## src/rtl/ict_pkg.sv

```systemverilog
/*
 * Shared types and constants of the channel instruction executor: operation codes, the
 * request and result carriers, execution clock counts and encoded length ranges.
 * Assumes one clk cycle stands for one processor clock period.
 */
package ict_pkg;

    // ************************************************************
    // Widths
    // ************************************************************
    localparam int TP_W  = 20;
    localparam int CNT_W = 6;

    // ************************************************************
    // Operations
    // ************************************************************
    typedef enum logic [3:0] {
        op_and_word_variable      = 4'h0,
        op_and_byte_variable      = 4'h1,
        op_and_byte_immediate     = 4'h2,
        op_branch_if_bit_set      = 4'h3,
        op_branch_if_bit_clear    = 4'h4,
        op_branch_if_word_nonzero = 4'h5,
        op_branch_if_byte_nonzero = 4'h6,
        op_branch_if_word_zero    = 4'h7,
        op_branch_on_masked_mismatch = 4'h8
    } ict_op_e;

    // ************************************************************
    // Execution clock counts
    // ************************************************************
    localparam logic [CNT_W-1:0] CLK_AND_W_REG_EVEN = 6'h0b;  // 11
    localparam logic [CNT_W-1:0] CLK_AND_W_REG_ODD  = 6'h0f;  // 15
    localparam logic [CNT_W-1:0] CLK_AND_W_MEM_EVEN = 6'h10;  // 16
    localparam logic [CNT_W-1:0] CLK_AND_W_MEM_ODD  = 6'h1a;  // 26
    localparam logic [CNT_W-1:0] CLK_AND_B_REG      = 6'h0b;  // 11
    localparam logic [CNT_W-1:0] CLK_AND_B_MEM      = 6'h10;  // 16
    localparam logic [CNT_W-1:0] CLK_AND_BI_REG     = 6'h03;  // 3
    localparam logic [CNT_W-1:0] CLK_AND_BI_MEM     = 6'h10;  // 16
    localparam logic [CNT_W-1:0] CLK_BIT_TEST       = 6'h0e;  // 14
    localparam logic [CNT_W-1:0] CLK_MASKED         = 6'h0e;  // 14
    localparam logic [CNT_W-1:0] CLK_ZT_REG         = 6'h05;  // 5
    localparam logic [CNT_W-1:0] CLK_ZT_MEM_EVEN    = 6'h0c;  // 12
    localparam logic [CNT_W-1:0] CLK_ZT_MEM_ODD     = 6'h10;  // 16
    localparam logic [CNT_W-1:0] CLK_ZT_BYTE        = 6'h0c;  // 12

    // ************************************************************
    // Encoded length ranges in bytes
    // ************************************************************
    localparam logic [2:0] LEN_2 = 3'h2;
    localparam logic [2:0] LEN_3 = 3'h3;
    localparam logic [2:0] LEN_4 = 3'h4;
    localparam logic [2:0] LEN_5 = 3'h5;

    // ************************************************************
    // Carriers
    // ************************************************************
    typedef struct packed {
        ict_op_e         op;        // Operation
        logic            mem_opnd;  // Memory operand is destination (AND) or source (branch)
        logic            aligned;   // Word at even address on 16-bit bus, or 8-bit bus
        logic [2:0]      len;       // Encoded length in bytes
        logic [2:0]      bit_sel;   // Bit number for bit tests
        logic [7:0]      disp;      // Short branch displacement
        logic [7:0]      imm;       // Immediate byte
        logic [15:0]     reg_val;   // Register operand
        logic [15:0]     mem_val;   // Memory operand
        logic [15:0]     mask_register; // High byte mask, low byte compare value
        logic [TP_W-1:0] task_pointer;  // Address of this instruction
    } ict_req_s;

    typedef struct packed {
        logic [TP_W-1:0] tp_next;   // New task pointer
        logic            taken;     // Branch taken
        logic            wr_reg;    // Write data to the register operand
        logic            wr_mem;    // Write data to the memory operand
        logic [15:0]     data;      // AND result
    } ict_res_s;

endpackage

```

## src/rtl/ict_timer.sv

```systemverilog
/*
 * Execution clock counter: loaded with a clock count, flags the last clock of it.
 * Assumes load only while not busy.
 */
`timescale 1ns/1ps
module ict_timer #(
    parameter int W = 6
) (
    input  wire logic         clk,    // Clock
    input  wire logic         rst,    // Synchronous reset, active high
    input  wire logic         load,   // Start counting
    input  wire logic [W-1:0] count,  // Clocks to run, at least one
    output logic              busy,   // Count in progress
    output logic              last    // Final clock of the count
);
    logic [W-1:0] remain;

    assign busy = (remain != '0);
    assign last = (remain == W'(1));

    always_ff @(posedge clk) begin
        if (rst) begin
            remain <= '0;
        end else if (load) begin
            remain <= count;
        end else if (busy) begin
            remain <= remain - W'(1);
        end
    end
endmodule // ict_timer

```

## src/rtl/ict_exec.sv

```systemverilog
/*
 * Executor for logical AND and short conditional branches of the channel
 * instruction set: computes result and next task pointer, and holds the
 * instruction for its documented clock count.
 * Assumes the request is already decoded and its operands fetched; operand
 * fetch and write-back belong to the surrounding bus logic.
 */
`timescale 1ns/1ps

// Summary of operation
// - Word AND takes 11/15 or 16/26 clocks
// - Byte AND takes 11 or 16 clocks
// - Immediate byte AND takes 3 or 16
// - Bit-set branch tests memory bit, 14 clocks
// - Bit-clear branch on zero bit, 14 clocks
// - Word-nonzero branch, register source 5 clocks, memory 12/16
// - Byte-nonzero branch on memory byte, 12 clocks
// - Word-zero branch, 5 or 12/16 clocks
// - Masked mismatch branch compares under mask, 14
// - First figure aligned word, second otherwise
// - Pointer advances by length or displacement
// - Displacement signed, from instruction end
module ict_exec (
    input  wire logic             clk,    // Clock
    input  wire logic             rst,    // Synchronous reset, active high
    input  wire logic             start,  // Request valid
    input  wire ict_pkg::ict_req_s req,   // Decoded instruction with operands
    output logic                  ready,  // Request can be taken
    output logic                  done,   // Last clock of execution
    output logic                  err,    // Illegal request refused
    output ict_pkg::ict_res_s     res     // Result, valid from done on
);
    import ict_pkg::*;

    // ************************************************************
    // Decode helpers
    // ************************************************************
    function automatic logic [CNT_W-1:0] ict_clocks(ict_op_e op, logic mem, logic al);
        unique case (op)
            op_and_word_variable: begin
                if (mem) return al ? CLK_AND_W_MEM_EVEN : CLK_AND_W_MEM_ODD;
                else     return al ? CLK_AND_W_REG_EVEN : CLK_AND_W_REG_ODD;
            end
            op_and_byte_variable:   return mem ? CLK_AND_B_MEM : CLK_AND_B_REG;
            op_and_byte_immediate:  return mem ? CLK_AND_BI_MEM : CLK_AND_BI_REG;
            op_branch_if_bit_set,
            op_branch_if_bit_clear: return CLK_BIT_TEST;
            op_branch_if_byte_nonzero: return CLK_ZT_BYTE;
            op_branch_if_word_nonzero,
            op_branch_if_word_zero: begin
                if (mem) return al ? CLK_ZT_MEM_EVEN : CLK_ZT_MEM_ODD;
                else     return CLK_ZT_REG;
            end
            op_branch_on_masked_mismatch: return CLK_MASKED;
            default: return CLK_ZT_REG;
        endcase
    endfunction

    // Length window per form; also rejects byte tests on a register source
    function automatic logic ict_legal(ict_op_e op, logic mem, logic [2:0] len);
        unique case (op)
            op_and_word_variable,
            op_and_byte_variable:  return len >= LEN_2 && len <= LEN_3;
            op_and_byte_immediate: return mem ? (len >= LEN_3 && len <= LEN_4) : (len == LEN_3);
            op_branch_if_word_nonzero,
            op_branch_if_word_zero:
                return mem ? (len >= LEN_3 && len <= LEN_5) : (len >= LEN_3 && len <= LEN_4);
            op_branch_if_bit_set,
            op_branch_if_bit_clear,
            op_branch_if_byte_nonzero,
            op_branch_on_masked_mismatch: return mem && len >= LEN_3 && len <= LEN_5;
            default: return 1'b0;
        endcase
    endfunction

    // ************************************************************
    // Operand evaluation
    // ************************************************************
    wire logic            is_and   = (req.op == op_and_word_variable)
                                   || (req.op == op_and_byte_variable)
                                   || (req.op == op_and_byte_immediate);
    wire logic            legal    = ict_legal(req.op, req.mem_opnd, req.len);
    wire logic            accept   = start && ready && legal;
    wire logic [7:0]      dst_byte = req.mem_opnd ? req.mem_val[7:0] : req.reg_val[7:0];
    wire logic [7:0]      src_byte = (req.op == op_and_byte_immediate) ? req.imm
                                   : (req.mem_opnd ? req.reg_val[7:0] : req.mem_val[7:0]);
    wire logic [7:0]      and_byte = dst_byte & src_byte;
    // Byte result into a register fills bits 8-15 with its bit 7
    wire logic [15:0]     byte_out = req.mem_opnd ? {8'h00, and_byte}
                                                  : {{8{and_byte[7]}}, and_byte};
    wire logic [15:0]     and_data = (req.op == op_and_word_variable)
                                   ? (req.reg_val & req.mem_val) : byte_out;
    wire logic [15:0]     word_src = req.mem_opnd ? req.mem_val : req.reg_val;
    wire logic            bit_hit  = req.mem_val[req.bit_sel];
    wire logic            mismatch = |((req.mem_val[7:0] ^ req.mask_register[7:0])
                                       & req.mask_register[15:8]);
    wire logic            taken    =
        ((req.op == op_branch_if_bit_set)         &&  bit_hit)
     || ((req.op == op_branch_if_bit_clear)       && !bit_hit)
     || ((req.op == op_branch_if_word_nonzero)    && (word_src != 16'h0000))
     || ((req.op == op_branch_if_byte_nonzero)    && (req.mem_val[7:0] != 8'h00))
     || ((req.op == op_branch_if_word_zero)       && (word_src == 16'h0000))
     || ((req.op == op_branch_on_masked_mismatch) &&  mismatch);
    wire logic [TP_W-1:0] tp_seq   = req.task_pointer + TP_W'(req.len);
    // Offset counts from the end of the branch, so it adds to tp_seq
    wire logic [TP_W-1:0] tp_jump  = tp_seq + {{(TP_W-8){req.disp[7]}}, req.disp};
    wire logic [CNT_W-1:0] clocks  = ict_clocks(req.op, req.mem_opnd, req.aligned);

    ict_res_s next_res;
    assign next_res.tp_next = taken ? tp_jump : tp_seq;
    assign next_res.taken   = taken;
    // Untaken branches and all branches write nothing
    assign next_res.wr_reg  = is_and && !req.mem_opnd;
    assign next_res.wr_mem  = is_and && req.mem_opnd;
    assign next_res.data    = is_and ? and_data : 16'h0000;

    // ************************************************************
    // Sequencing
    // ************************************************************
    typedef enum logic [1:0] {
        st_idle = 2'b01,
        st_run  = 2'b10
    } ict_state_e;

    ict_state_e state;
    ict_state_e next_state;
    logic       last;

    ict_timer #(.W(CNT_W)) u_timer (
        .clk   (clk),
        .rst   (rst),
        .load  (accept),
        .count (clocks),
        .busy  (),
        .last  (last)
    );

    assign ready = (state == st_idle);
    assign done  = (state == st_run) && last;

    always_comb begin
        next_state = state;
        unique case (state)
            st_idle: if (accept) next_state = st_run;
            st_run:  if (last)   next_state = st_idle;
            default: next_state = st_idle;
        endcase
    end

    always_ff @(posedge clk) begin
        if (rst) begin
            state <= st_idle;
            err   <= 1'b0;
            res   <= '0;
        end else begin
            state <= next_state;
            err   <= start && ready && !legal;
            if (accept) res <= next_res;
        end
    end

    logic [TP_W-1:0] exp_seq;
    logic [7:0]      exp_disp;
    logic            exp_branch;
    always_ff @(posedge clk) begin
        if (rst) begin
            exp_seq    <= '0;
            exp_disp   <= 8'h00;
            exp_branch <= 1'b0;
        end else if (accept) begin
            exp_seq    <= req.task_pointer + TP_W'(req.len);
            exp_disp   <= req.disp;
            exp_branch <= !is_and;
        end
    end
endmodule // ict_exec

```

## config.mk

```make
export PLATFORM = sky130hd
export DESIGN_NAME = ict_exec
export DESIGN_NICKNAME = d
export VERILOG_FILES = /design/src/rtl/ict_pkg.sv /design/src/rtl/ict_timer.sv /design/src/rtl/ict_exec.sv
export SDC_FILE = /design/constraint.sdc
export NUM_CORES = 1
export LEC_CHECK = 0
export ABC_AREA = 1
export BUFFER_PORTS_ARGS = -buffer_cell sky130_fd_sc_hd__buf_2
export CAP_MARGIN = 5
export CORE_ASPECT_RATIO = 1.1
export CORE_UTILIZATION = 49
export DETAILED_ROUTE_END_ITERATION = 8
export PLACE_DENSITY = 0.85
export SLEW_MARGIN = 20
export SYNTH_ARGS = -nofsm -noshare
export SYNTH_HDL_FRONTEND = slang
export SYNTH_HIERARCHICAL = 1
export SYNTH_SLANG_ARGS = --single-unit
export TNS_END_PERCENT = 1
```

## constraint.sdc

```tcl
create_clock -name clk -period 2.6 [get_ports clk]
set_input_delay 0.26 -clock clk [delete_from_list [all_inputs] [get_ports clk]]
set_output_delay 0.26 -clock clk [all_outputs]
set_load 0.01 [all_outputs]
```

==> results of run 1 <==
per-layer routing:
| metal | track usage [%] | routed length, µm | up-vias |
|---|---|---|---|
| li1 | - | - | 3334 |
| met5 | 0 | 0 | - |
| met3 | 4.49 | 1230 | 51 |
| met2 | 54.4 | 8590 | 255 |
| met1 | 37.8 | 7180 | 3068 |
| met4 | 11.8 | 555 | 0 |
sequential cells by signal, indices dropped and copies added (netlist names):
| name | flops |
|---|---|
| res | 39 |
| u_timer/remain | 6 |
| state | 2 |
| err | 1 |
cells by family (layout without fill, tap and decap cells):
logic type | Yosys count | after routing
compound gates | 101 | 101
xor+xnor | 18 | 18
fa+ha+maj | 29 | 29
buf+inv | 159 | 383
flops | 48 | 48
other cells | 1 | 1
simple gates | 552 | 552
cells in the mapped netlist, drive strengths merged:
master	instances	area, µm²
o21bai	4	30.0
fa	2	40.0
a21o	2	15.0
o21ai	34	170
nand3b	5	37.5
o311ai	1	8.76
or2	5	31.3
a31o	1	8.76
xor2	14	123
o221ai	5	43.8
nand2	308	1170
nor3	9	45.0
clkbuf	4	15.0
nand4	25	171
nand3	101	510
buf	17	110
o211ai	1	7.51
o22ai	2	12.5
a21oi	49	268
conb	1	3.75
a31oi	1	6.26
inv	136	510
nor4	1	6.26
xnor2	4	35.0
nor2	97	392
ha	27	338
clkinv	2	7.51
and3	1	7.51
dfxtp	48	961
o211a	1	10.0
critical path, cell delays in order:
cell,delay (ns)
buf_8,0.10
ha_4,0.17
fa_2,0.42
nand2_4,0.08
a21oi_4,0.06
nand2_4,0.11
nor2_4,0.05
nand2_1,0.05
nand2_1,0.05
nand2_2,0.06
inv_1,0.06
ha_4,0.29
nand2_2,0.09
nor2_2,0.23
buf_4,0.15
nand4_1,0.14
nand2_1,0.11
nand2_1,0.06
nand3_1,0.09
nand3_1,0.12
nand2_1,0.08
inv_1,0.03
worst paths after layout:
| kind | start | endpoint | slack, ns | cells after the start |
|---|---|---|---|---|
| min | start | err$_SDFF_PP0_ | 0.28 | 3 |
| min reg2reg | res[26]$_SDFFE_PP0P_ | res[26]$_SDFFE_PP0P_ | 0.47 | 2 |
| max | req[87] | res[32]$_SDFFE_PP0P_ | -0.06 | 22 |
| max reg2reg | state[0]$_SDFFE_PP1P_ | res[25]$_SDFFE_PP0P_ | 0.87 | 9 |
layout make-up:
class / count / area [µm²] / area share (%)
flip-flops and latches: 48 / 961 / 13.3
clock buffers: 6 / 82.6 / 1.14
well taps: 120 / 150 / 2.07
inverters: 138 / 520 / 7.19
clock inverters: 2 / 13.8 / 0.190
repair buffers: 237 / 1470 / 20.3
multi-input cells: 701 / 4040 / 55.8
power groups by stage:
stage	combinational, mW	clock (mW)	sequential [mW]
2_1_floorplan	0.857	0	0.867
3_3_place_gp	1.33	0	0.860
6_report	1.55	0.488	0.846
3_5_place_dp	1.36	0	0.861
4_1_cts	1.42	0.491	0.844
5_1_grt	1.71	0.511	0.853
stage by stage:
step / hold WS (ns) / cells / TNS, ns / utilization [%]
final: 0.276 / 1252 / -0.155 / 72.5
after global routing: 0.295 / 1252 / -2.11 / 72.5
after CTS: 0.279 / 1251 / -0.00904 / 69.6
after detailed placement: 0.453 / 1233 / -6.65 / 66.0
after global placement: 0.449 / 1233 / -5.55 / 66.0
after floorplan: 0.329 / 908 / 0 / -
timing repair:
action	4_1_cts	5_1_grt
endpoints found under the setup margin	14	15
pin swaps	24	42
resized for setup	39	65
cloned	0	0
buffers inserted	10	1
==> flow_metrics.py, run 1 <==
metrics = {
    "detailed_routing": {
        "first_pass_iters": 5,
        "totalWireLength_um": 17500,
        "vias": 6708,
        "vias_per_cell": 5.36,
        "dr.first_iter.drc_count": 421,
        "antenna_left": 0,
        "wl_per_cell_um": 14.0,
        "drc": 0,
    },
    "layout": {
        "drive_gt1_share_pct": 32.2,
        "mostFrequentLayoutCell": "nand2_1",
        "fillers": 785,
        "post-route-cell-area_um2": 7240,
        "layout.nets": 1259,
        "layout_common_cells": "nand2_1, buf_2, inv_1",
        "num_antenna_cells": 0,
        "syn2layout_area_growth_pct": 42.2,
    },
    "place": {
        "pre_cts_slack_ns": -0.545,
        "io_buffers": 140,
        "gp_congestion": 0.929,
        "placed_area_um2": 6590,
        "dp_hpwl_um": 13200,
    },
    "cts": {
        "cts_root_buf": "clkbuf_8",
        "clockBufferDepth": 2,
        "clk_pin_slew_worst_paths_ns": 0.09,
        "cts_tree": "yes",
        "cts.hold.buffers_added": 0,
        "clock_sinks": 48,
        "clock_latency_ns": 0.31,
        "cts_inserted_buffers": 5,
        "htreeDepth": 2,
    },
    "synth": {
        "syn_inst": 908,
        "synth_seq_cells": 48,
        "synth_area_per_cell_um2": 5.61,
        "synth_compound_area_share_pct": 11.4,
        "synthSimpleGateAreaFrac_pct": 46.5,
        "synth_nets": 1036,
        "synthAdderAreaFrac_pct": 7.42,
        "synth.mux.area_fraction_pct": 0,
        "syn_area_um2": 5090,
        "synth_top_family_by_area": "simple AND/OR/NAND/NOR gates",
        "ys_seq_area_share_pct": 18.9,
        "synthXorXnorAreaFrac_pct": 3.10,
        "synth_warnings": 6,
        "ys_types": 42,
    },
    "die": {
        "chipHeight_um": 109,
        "ios": 141,
        "dieArea_um2": 10800,
        "die_width_um": 99.2,
        "initial_core_util_pct": 51.0,
        "row_count": 38,
        "coreArea_um2": 9980,
    },
    "run_status": {
        "violations": "setup timing",
        "status": "finished, violations left",
    },
    "sta": {
        "tightest_slew_ns": 0.683,
        "fmax_ghz": 0.375,
        "relSlewSlack_pct": 54.5,
        "hold_viol": 0,
        "worst_slack_ns": -0.0641,
        "finalMaxSlewViolations": 0,
        "finalClockSkew_ns": 0.00757,
        "finalCritPeriodShare_pct": 102,
        "post-route-min-period_ns": 2.66,
        "rsz0062_at_grt": "true",
        "setup_viol": 4,
    },
    "power_and_ir_drop": {
        "peakVddDrop_mv": 0.259,
        "p_leak_nw": 3.94,
        "power_frac_comb_pct": 53.7,
        "power.total_mw": 2.88,
        "p_clk_share_pct": 17.0,
        "p_switching_mw": 1.20,
        "p_int_mw": 1.68,
        "p_seq_share_pct": 29.4,
        "swShare_pct": 41.7,
        "power_density_nw_per_um2": 398,
    },
    "global_route": {
        "grt_util_all_layers_pct": 30.7,
        "grt_pass1_wl_um": 26600,
        "antenna_found_initial": 0,
        "grt_max_degree": 29,
        "overflow": 0,
        "grt_pass1_vias": 5953,
    },
    "job": {
        "maxCapViolCount": 0,
    },
    "critical_path": {
        "start_kind": "input port",
        "end_kind": "register",
        "cp.arrival_ns": 2.88,
        "required_ns": 2.81,
        "crit_fanout": 4,
        "worst-setup-path-type": "in -> reg",
    },
    "worst_hold_path": {
        "hp-class": "in -> reg",
    },
}
Note: power is estimated with default switching activity, not from simulation.
==> inputs of run 2 (changes only) <==
- CORE_MARGIN: not set -> 1.5
- CORE_UTILIZATION: 49 -> 36
- HOLD_SLACK_MARGIN: not set -> 0.1
- PLACE_DENSITY: 0.85 -> 0.67
==> flow_metrics.py, run 2 (same netlist as run 1, synthesis figures left out) <==
metrics = {
    "sta": {
        "hold_viol": 0,
        "finalMaxSlewViolations": 0,
        "rsz0062_at_grt": "true",
        "setup_tns_ns": -0.0387,
        "relSlewSlack_pct": 50.0,
        "worst_slack_ns": -0.0194,
        "finalCritPeriodShare_pct": 101,
        "timing.hold.ws_ns": 0.329,
        "tightest_slew_ns": 0.749,
        "setup_viol": 4,
        "finalClockSkew_ns": 0.0107,
        "post-route-min-period_ns": 2.62,
        "fmax_ghz": 0.382,
    },
    "detailed_routing": {
        "totalWireLength_um": 18100,
        "wl_per_cell_um": 13.8,
        "first_pass_iters": 5,
        "dr.first_iter.drc_count": 408,
        "antenna_left": 0,
        "drc": 0,
        "vias": 6463,
        "vias_per_cell": 4.90,
    },
    "cts": {
        "clk_pin_slew_worst_paths_ns": 0.07,
        "clock_latency_ns": 0.30,
        "cts_tree": "yes",
        "cts_inserted_buffers": 5,
        "clockBufferDepth": 2,
        "cts.hold.buffers_added": 0,
        "clock_sinks": 48,
        "cts_root_buf": "clkbuf_16",
        "htreeDepth": 2,
    },
    "critical_path": {
        "timing.critical_path.mode_cell": "nand2_1",
        "reg2reg_from": "state[0]$_SDFFE_PP1P_",
        "cp-endpoint": "res[38]$_SDFFE_PP0P_",
        "path_delay_family": "simple AND/OR/NAND/NOR gates",
        "worst-setup-path-type": "in -> reg",
        "slowest_stage": "ha_4",
        "worst_r2r_endpoint": "res[25]$_SDFFE_PP0P_",
        "r2r_setup_slack_ns": 0.80,
        "max_stage_delay_ns": 0.31,
        "worst-path-buf-inv": 2,
        "crit_path_start": "req[87]",
        "cp.arrival_ns": 2.82,
        "start_kind": "input port",
        "required_ns": 2.80,
        "reg2regPathDepth": 9,
        "path_cells": "buf_8, ha_4, fa_2, nand2_2, a21oi_2, nand2_2, nor2_4, nand3_2, o21ai_1, nand2_1, ha_4, nand2_4, nor3_4, nand2_2, nor3_2, nor2_1, nand3_1, nand2_1, nand2_1, nand3_1, nand2_1, inv_1",
        "crit_fanout": 4,
        "path_depth": 22,
        "end_kind": "register",
    },
    "run_status": {
        "violations": "setup timing",
        "status": "finished, violations left",
    },
    "worst_hold_path": {
        "hp-class": "in -> reg",
        "hold_depth": 3,
    },
    "layout": {
        "post-route-cell-area_um2": 7270,
        "utilization_pct": 52.7,
        "mostFrequentLayoutCell": "nand2_1",
        "layout.nets": 1256,
        "instances_no_fill": 1318,
        "drive_gt1_share_pct": 30.3,
        "layout_common_cells": "nand2_1, buf_2, inv_1",
        "syn2layout_area_growth_pct": 42.7,
        "top_register": "res",
        "largest_reg_flops": 39,
        "largestRegisters": "res (39), u_timer/remain (6), state (2)",
    },
    "global_route": {
        "grt_pass1_wl_um": 27900,
        "grt_util_all_layers_pct": 23.7,
        "grt_pass1_vias": 5822,
        "antenna_found_initial": 0,
        "grt_max_degree": 45,
        "overflow": 0,
    },
    "die": {
        "chipHeight_um": 128,
        "row_count": 45,
        "ios": 141,
        "die_width_um": 116,
        "coreArea_um2": 13800,
        "initial_core_util_pct": 36.9,
        "dieArea_um2": 14900,
    },
    "power_and_ir_drop": {
        "p_leak_nw": 3.93,
        "power.total_mw": 3.04,
        "peakVddDrop_mv": 0.244,
        "power_density_nw_per_um2": 419,
    },
    "place": {
        "io_buffers": 140,
        "gp_congestion": 0.972,
        "pre_cts_slack_ns": -0.511,
        "placedCellCount": 1303,
        "placed_area_um2": 6710,
        "dp_hpwl_um": 14300,
    },
    "job": {
        "maxCapViolCount": 0,
    },
}
## run 2: cell count changes in the layout (fill, tap and decap cells not counted), sizes merged
| cell | delta |
|---|---|
| inv | -1 |
| diode | +1 |
| clkbuf | +1 |
| clkinvlp | +1 |
| buf | -3 |
| clkinv | -1 |
## run 2: worst min-delay path by stage
stage,start,end,slack (ns)
final,start,err$_SDFF_PP0_,0.33
after global routing,start,err$_SDFF_PP0_,0.35
after CTS,start,err$_SDFF_PP0_,0.32
after detailed placement,res[30]$_SDFFE_PP0P_,res[30]$_SDFFE_PP0P_,0.45
after global placement,res[14]$_SDFFE_PP0P_,res[14]$_SDFFE_PP0P_,0.45
after floorplan,rst,u_timer/remain[2]$_SDFFE_PP0P_,0.33
## run 2: worst register-to-register path, cell delays in order, from the launching register on
cell and delay, ns:
dfxtp_1 0.30, inv_1 0.05, nor2_1 0.12, nand2_1 0.14, a21oi_4 0.38, inv_2 0.33
nor2_2 0.21, nand2_1 0.07, nand2_1 0.06, nor2_1 0.04
## run 2: power breakdown
group | internal, mW | total (mW) | switching (mW)
logic | 0.650 | 1.51 | 0.856
registers | 0.796 | 0.846 | 0.0497
clock network | 0.385 | 0.693 | 0.308
## run 2: timing repair
action | in CTS | in global routing
pin swaps | 18 | 30
setup buffers | 4 | 2
resized for setup | 34 | 39
setup endpoints to repair | 13 | 14
## run 2: per-layer routing
metal	vias to the layer above	wire length, µm	global-route usage, %
met5	-	0	0
met4	0	589	9.33
met3	39	992	2.84
met2	197	8480	39.5
met1	2898	8090	31.0
li1	3329	-	-
## run 2: area by class of cell
cell class | count | area [µm²]
Clock inverter | 1 | 7.51
Clock buffer | 7 | 143
Fill cell | 1411 | 6530
Multi-Input combinational cell | 701 | 3950
Antenna cell | 1 | 2.50
Tap cell | 188 | 235
Inverter | 138 | 518
Sequential cell | 48 | 961
Timing Repair Buffer | 234 | 1450
==> inputs of run 3 (changes only) <==
--- a/config.mk
+++ b/config.mk
@@ -14,5 +14,4 @@
 export DETAILED_ROUTE_END_ITERATION = 8
 export HOLD_SLACK_MARGIN = 0.1
-export PLACE_DENSITY = 0.67
 export SLEW_MARGIN = 20
 export SYNTH_ARGS = -nofsm -noshare
==> constraint.sdc (replaced) <==
create_clock -name clk -period 2.6 [get_ports clk]
set_input_delay 0.39 -clock clk [delete_from_list [all_inputs] [get_ports clk]]
set_output_delay 0.39 -clock clk [all_outputs]
set_load 0.01 [all_outputs]
==> flow_metrics.py, run 3 (same netlist as run 1, synthesis figures left out) <==
metrics = {
    "run_status": {
        "status": "finished, violations left",
        "violations": "setup timing",
    },
    "sta": {
        "worst_slack_ns": -0.209,
        "relSlewSlack_pct": 55.5,
        "rsz0062_at_grt": "true",
        "setup_viol": 13,
        "tightest_slew_ns": 0.667,
        "hold_viol": 0,
        "fmax_ghz": 0.356,
        "finalCritPeriodShare_pct": 108,
        "finalMaxSlewViolations": 0,
        "setup_tns_ns": -2.08,
        "post-route-min-period_ns": 2.81,
        "finalClockSkew_ns": 0.00820,
    },
    "cts": {
        "cts_root_buf": "clkbuf_16",
        "clk_pin_slew_worst_paths_ns": 0.07,
        "clockBufferDepth": 2,
        "clock_sinks": 48,
        "htreeDepth": 2,
        "cts.hold.buffers_added": 0,
        "cts_inserted_buffers": 5,
        "clock_latency_ns": 0.30,
        "cts_tree": "yes",
    },
    "global_route": {
        "grt_pass1_vias": 5950,
        "overflow": 0,
        "grt_util_all_layers_pct": 24.3,
        "grt_pass1_wl_um": 28300,
        "grt_max_degree": 46,
        "antenna_found_initial": 0,
    },
    "place": {
        "dp_hpwl_um": 14300,
        "io_buffers": 140,
        "placedCellCount": 1320,
        "gp_congestion": 0.933,
        "placed_area_um2": 6850,
    },
    "die": {
        "chipHeight_um": 128,
        "initial_core_util_pct": 36.9,
        "ios": 141,
        "row_count": 45,
        "dieArea_um2": 14900,
        "coreArea_um2": 13800,
        "die_width_um": 116,
    },
    "critical_path": {
        "crit_path_start": "req[87]",
        "worst-setup-path-type": "in -> reg",
        "crit_fanout": 4,
        "cp-endpoint": "res[30]$_SDFFE_PP0P_",
        "required_ns": 2.82,
        "worst_r2r_endpoint": "res[33]$_SDFFE_PP0P_",
        "reg2regPathDepth": 9,
        "end_kind": "register",
        "reg2reg_from": "state[0]$_SDFFE_PP1P_",
        "r2r_setup_slack_ns": 0.99,
        "start_kind": "input port",
        "cp.arrival_ns": 3.03,
    },
    "job": {
        "maxCapViolCount": 0,
    },
    "detailed_routing": {
        "vias_per_cell": 4.77,
        "dr.first_iter.drc_count": 338,
        "drc": 0,
        "antenna_left": 0,
        "totalWireLength_um": 17900,
        "wl_per_cell_um": 13.3,
        "first_pass_iters": 5,
        "vias": 6410,
    },
    "worst_hold_path": {
        "hp-class": "in -> reg",
    },
    "layout": {
        "post-route-cell-area_um2": 7630,
        "largest_reg_flops": 39,
        "num_antenna_cells": 0,
        "utilization_pct": 55.3,
        "top_register": "res",
        "drive_gt1_share_pct": 33.8,
        "layout_common_cells": "nand2_1, buf_2, inv_1",
        "largestRegisters": "res (39), u_timer/remain (6), state (2)",
        "mostFrequentLayoutCell": "nand2_1",
        "instances_no_fill": 1345,
        "layout.nets": 1284,
        "syn2layout_area_growth_pct": 50.0,
    },
    "power_and_ir_drop": {
        "power.total_mw": 3.17,
        "peakVddDrop_mv": 0.282,
        "power_density_nw_per_um2": 415,
        "p_leak_nw": 4.10,
    },
}
## run 3: what timing repair did
item | 4_1_cts | 5_1_grt
resized for setup | 77 | 26
pin swaps | 39 | 29
setup buffers | 14 | 3
gates cloned | 0 | 0
setup endpoints to repair | 15 | 15
## run 3: metrics by stage
step	setup slack (ns)	hold WS, ns
detailed placement	-0.773	0.454
global route	-0.405	0.476
CTS	-0.165	0.440
finish	-0.209	0.453
floorplan	-0.126	0.459
global placement	-0.716	0.451
## run 3: area by class of cell
class                           instances  area [µm²]
Clock buffer                            5         125
Clock inverter                          3        42.5
Fill cell                            1421        6160
Inverter                              138         520
Multi-Input combinational cell        701        4060
Sequential cell                        48         961
Tap cell                              188         235
Timing Repair Buffer                  262        1690
## run 3: where the power goes
group          leakage [nW]  internal (mW)  switching [mW]
clock                0.0798          0.452           0.293
sequential            0.390          0.796          0.0493
combinational          3.63          0.705           0.872
## run 3: worst min path at each step
stage	slack, ns	from	cells past startpoint	end
detailed placement	0.45	res[27]$_SDFFE_PP0P_	2	res[27]$_SDFFE_PP0P_
global placement	0.45	res[14]$_SDFFE_PP0P_	2	res[14]$_SDFFE_PP0P_
global route	0.48	req[73]	3	res[5]$_SDFFE_PP0P_
CTS	0.44	req[91]	3	res[16]$_SDFFE_PP0P_
floorplan	0.46	rst	1	u_timer/remain[2]$_SDFFE_PP0P_
finish	0.45	req[91]	3	res[16]$_SDFFE_PP0P_
## run 3: worst max-delay path, stage by stage
cell and delay [ns]:
buf_8 0.10, ha_4 0.16, fa_2 0.38, nand2_2 0.11
a21oi_4 0.07, nand2_4 0.11, nor2_4 0.06, buf_12 0.13
xor2_4 0.20, inv_2 0.06, ha_4 0.29, nand2_2 0.08
nor2_1 0.16, nand2_1 0.09, nand2_2 0.10, nand2_1 0.08
nand2_1 0.06, nand2_1 0.04, nand2_1 0.05, inv_1 0.03
nand2_1 0.05, nand3_1 0.08, a21oi_1 0.15
## run 3: routing by layer
layer / vias up / part of all wire (%) / track usage, %
met5: - / 0 / 0
met4: 0 / 1.8 / 6.60
met3: 21 / 3.8 / 2.65
met2: 138 / 50 / 43.1
met1: 2861 / 44 / 30.9
li1: 3390 / - / -
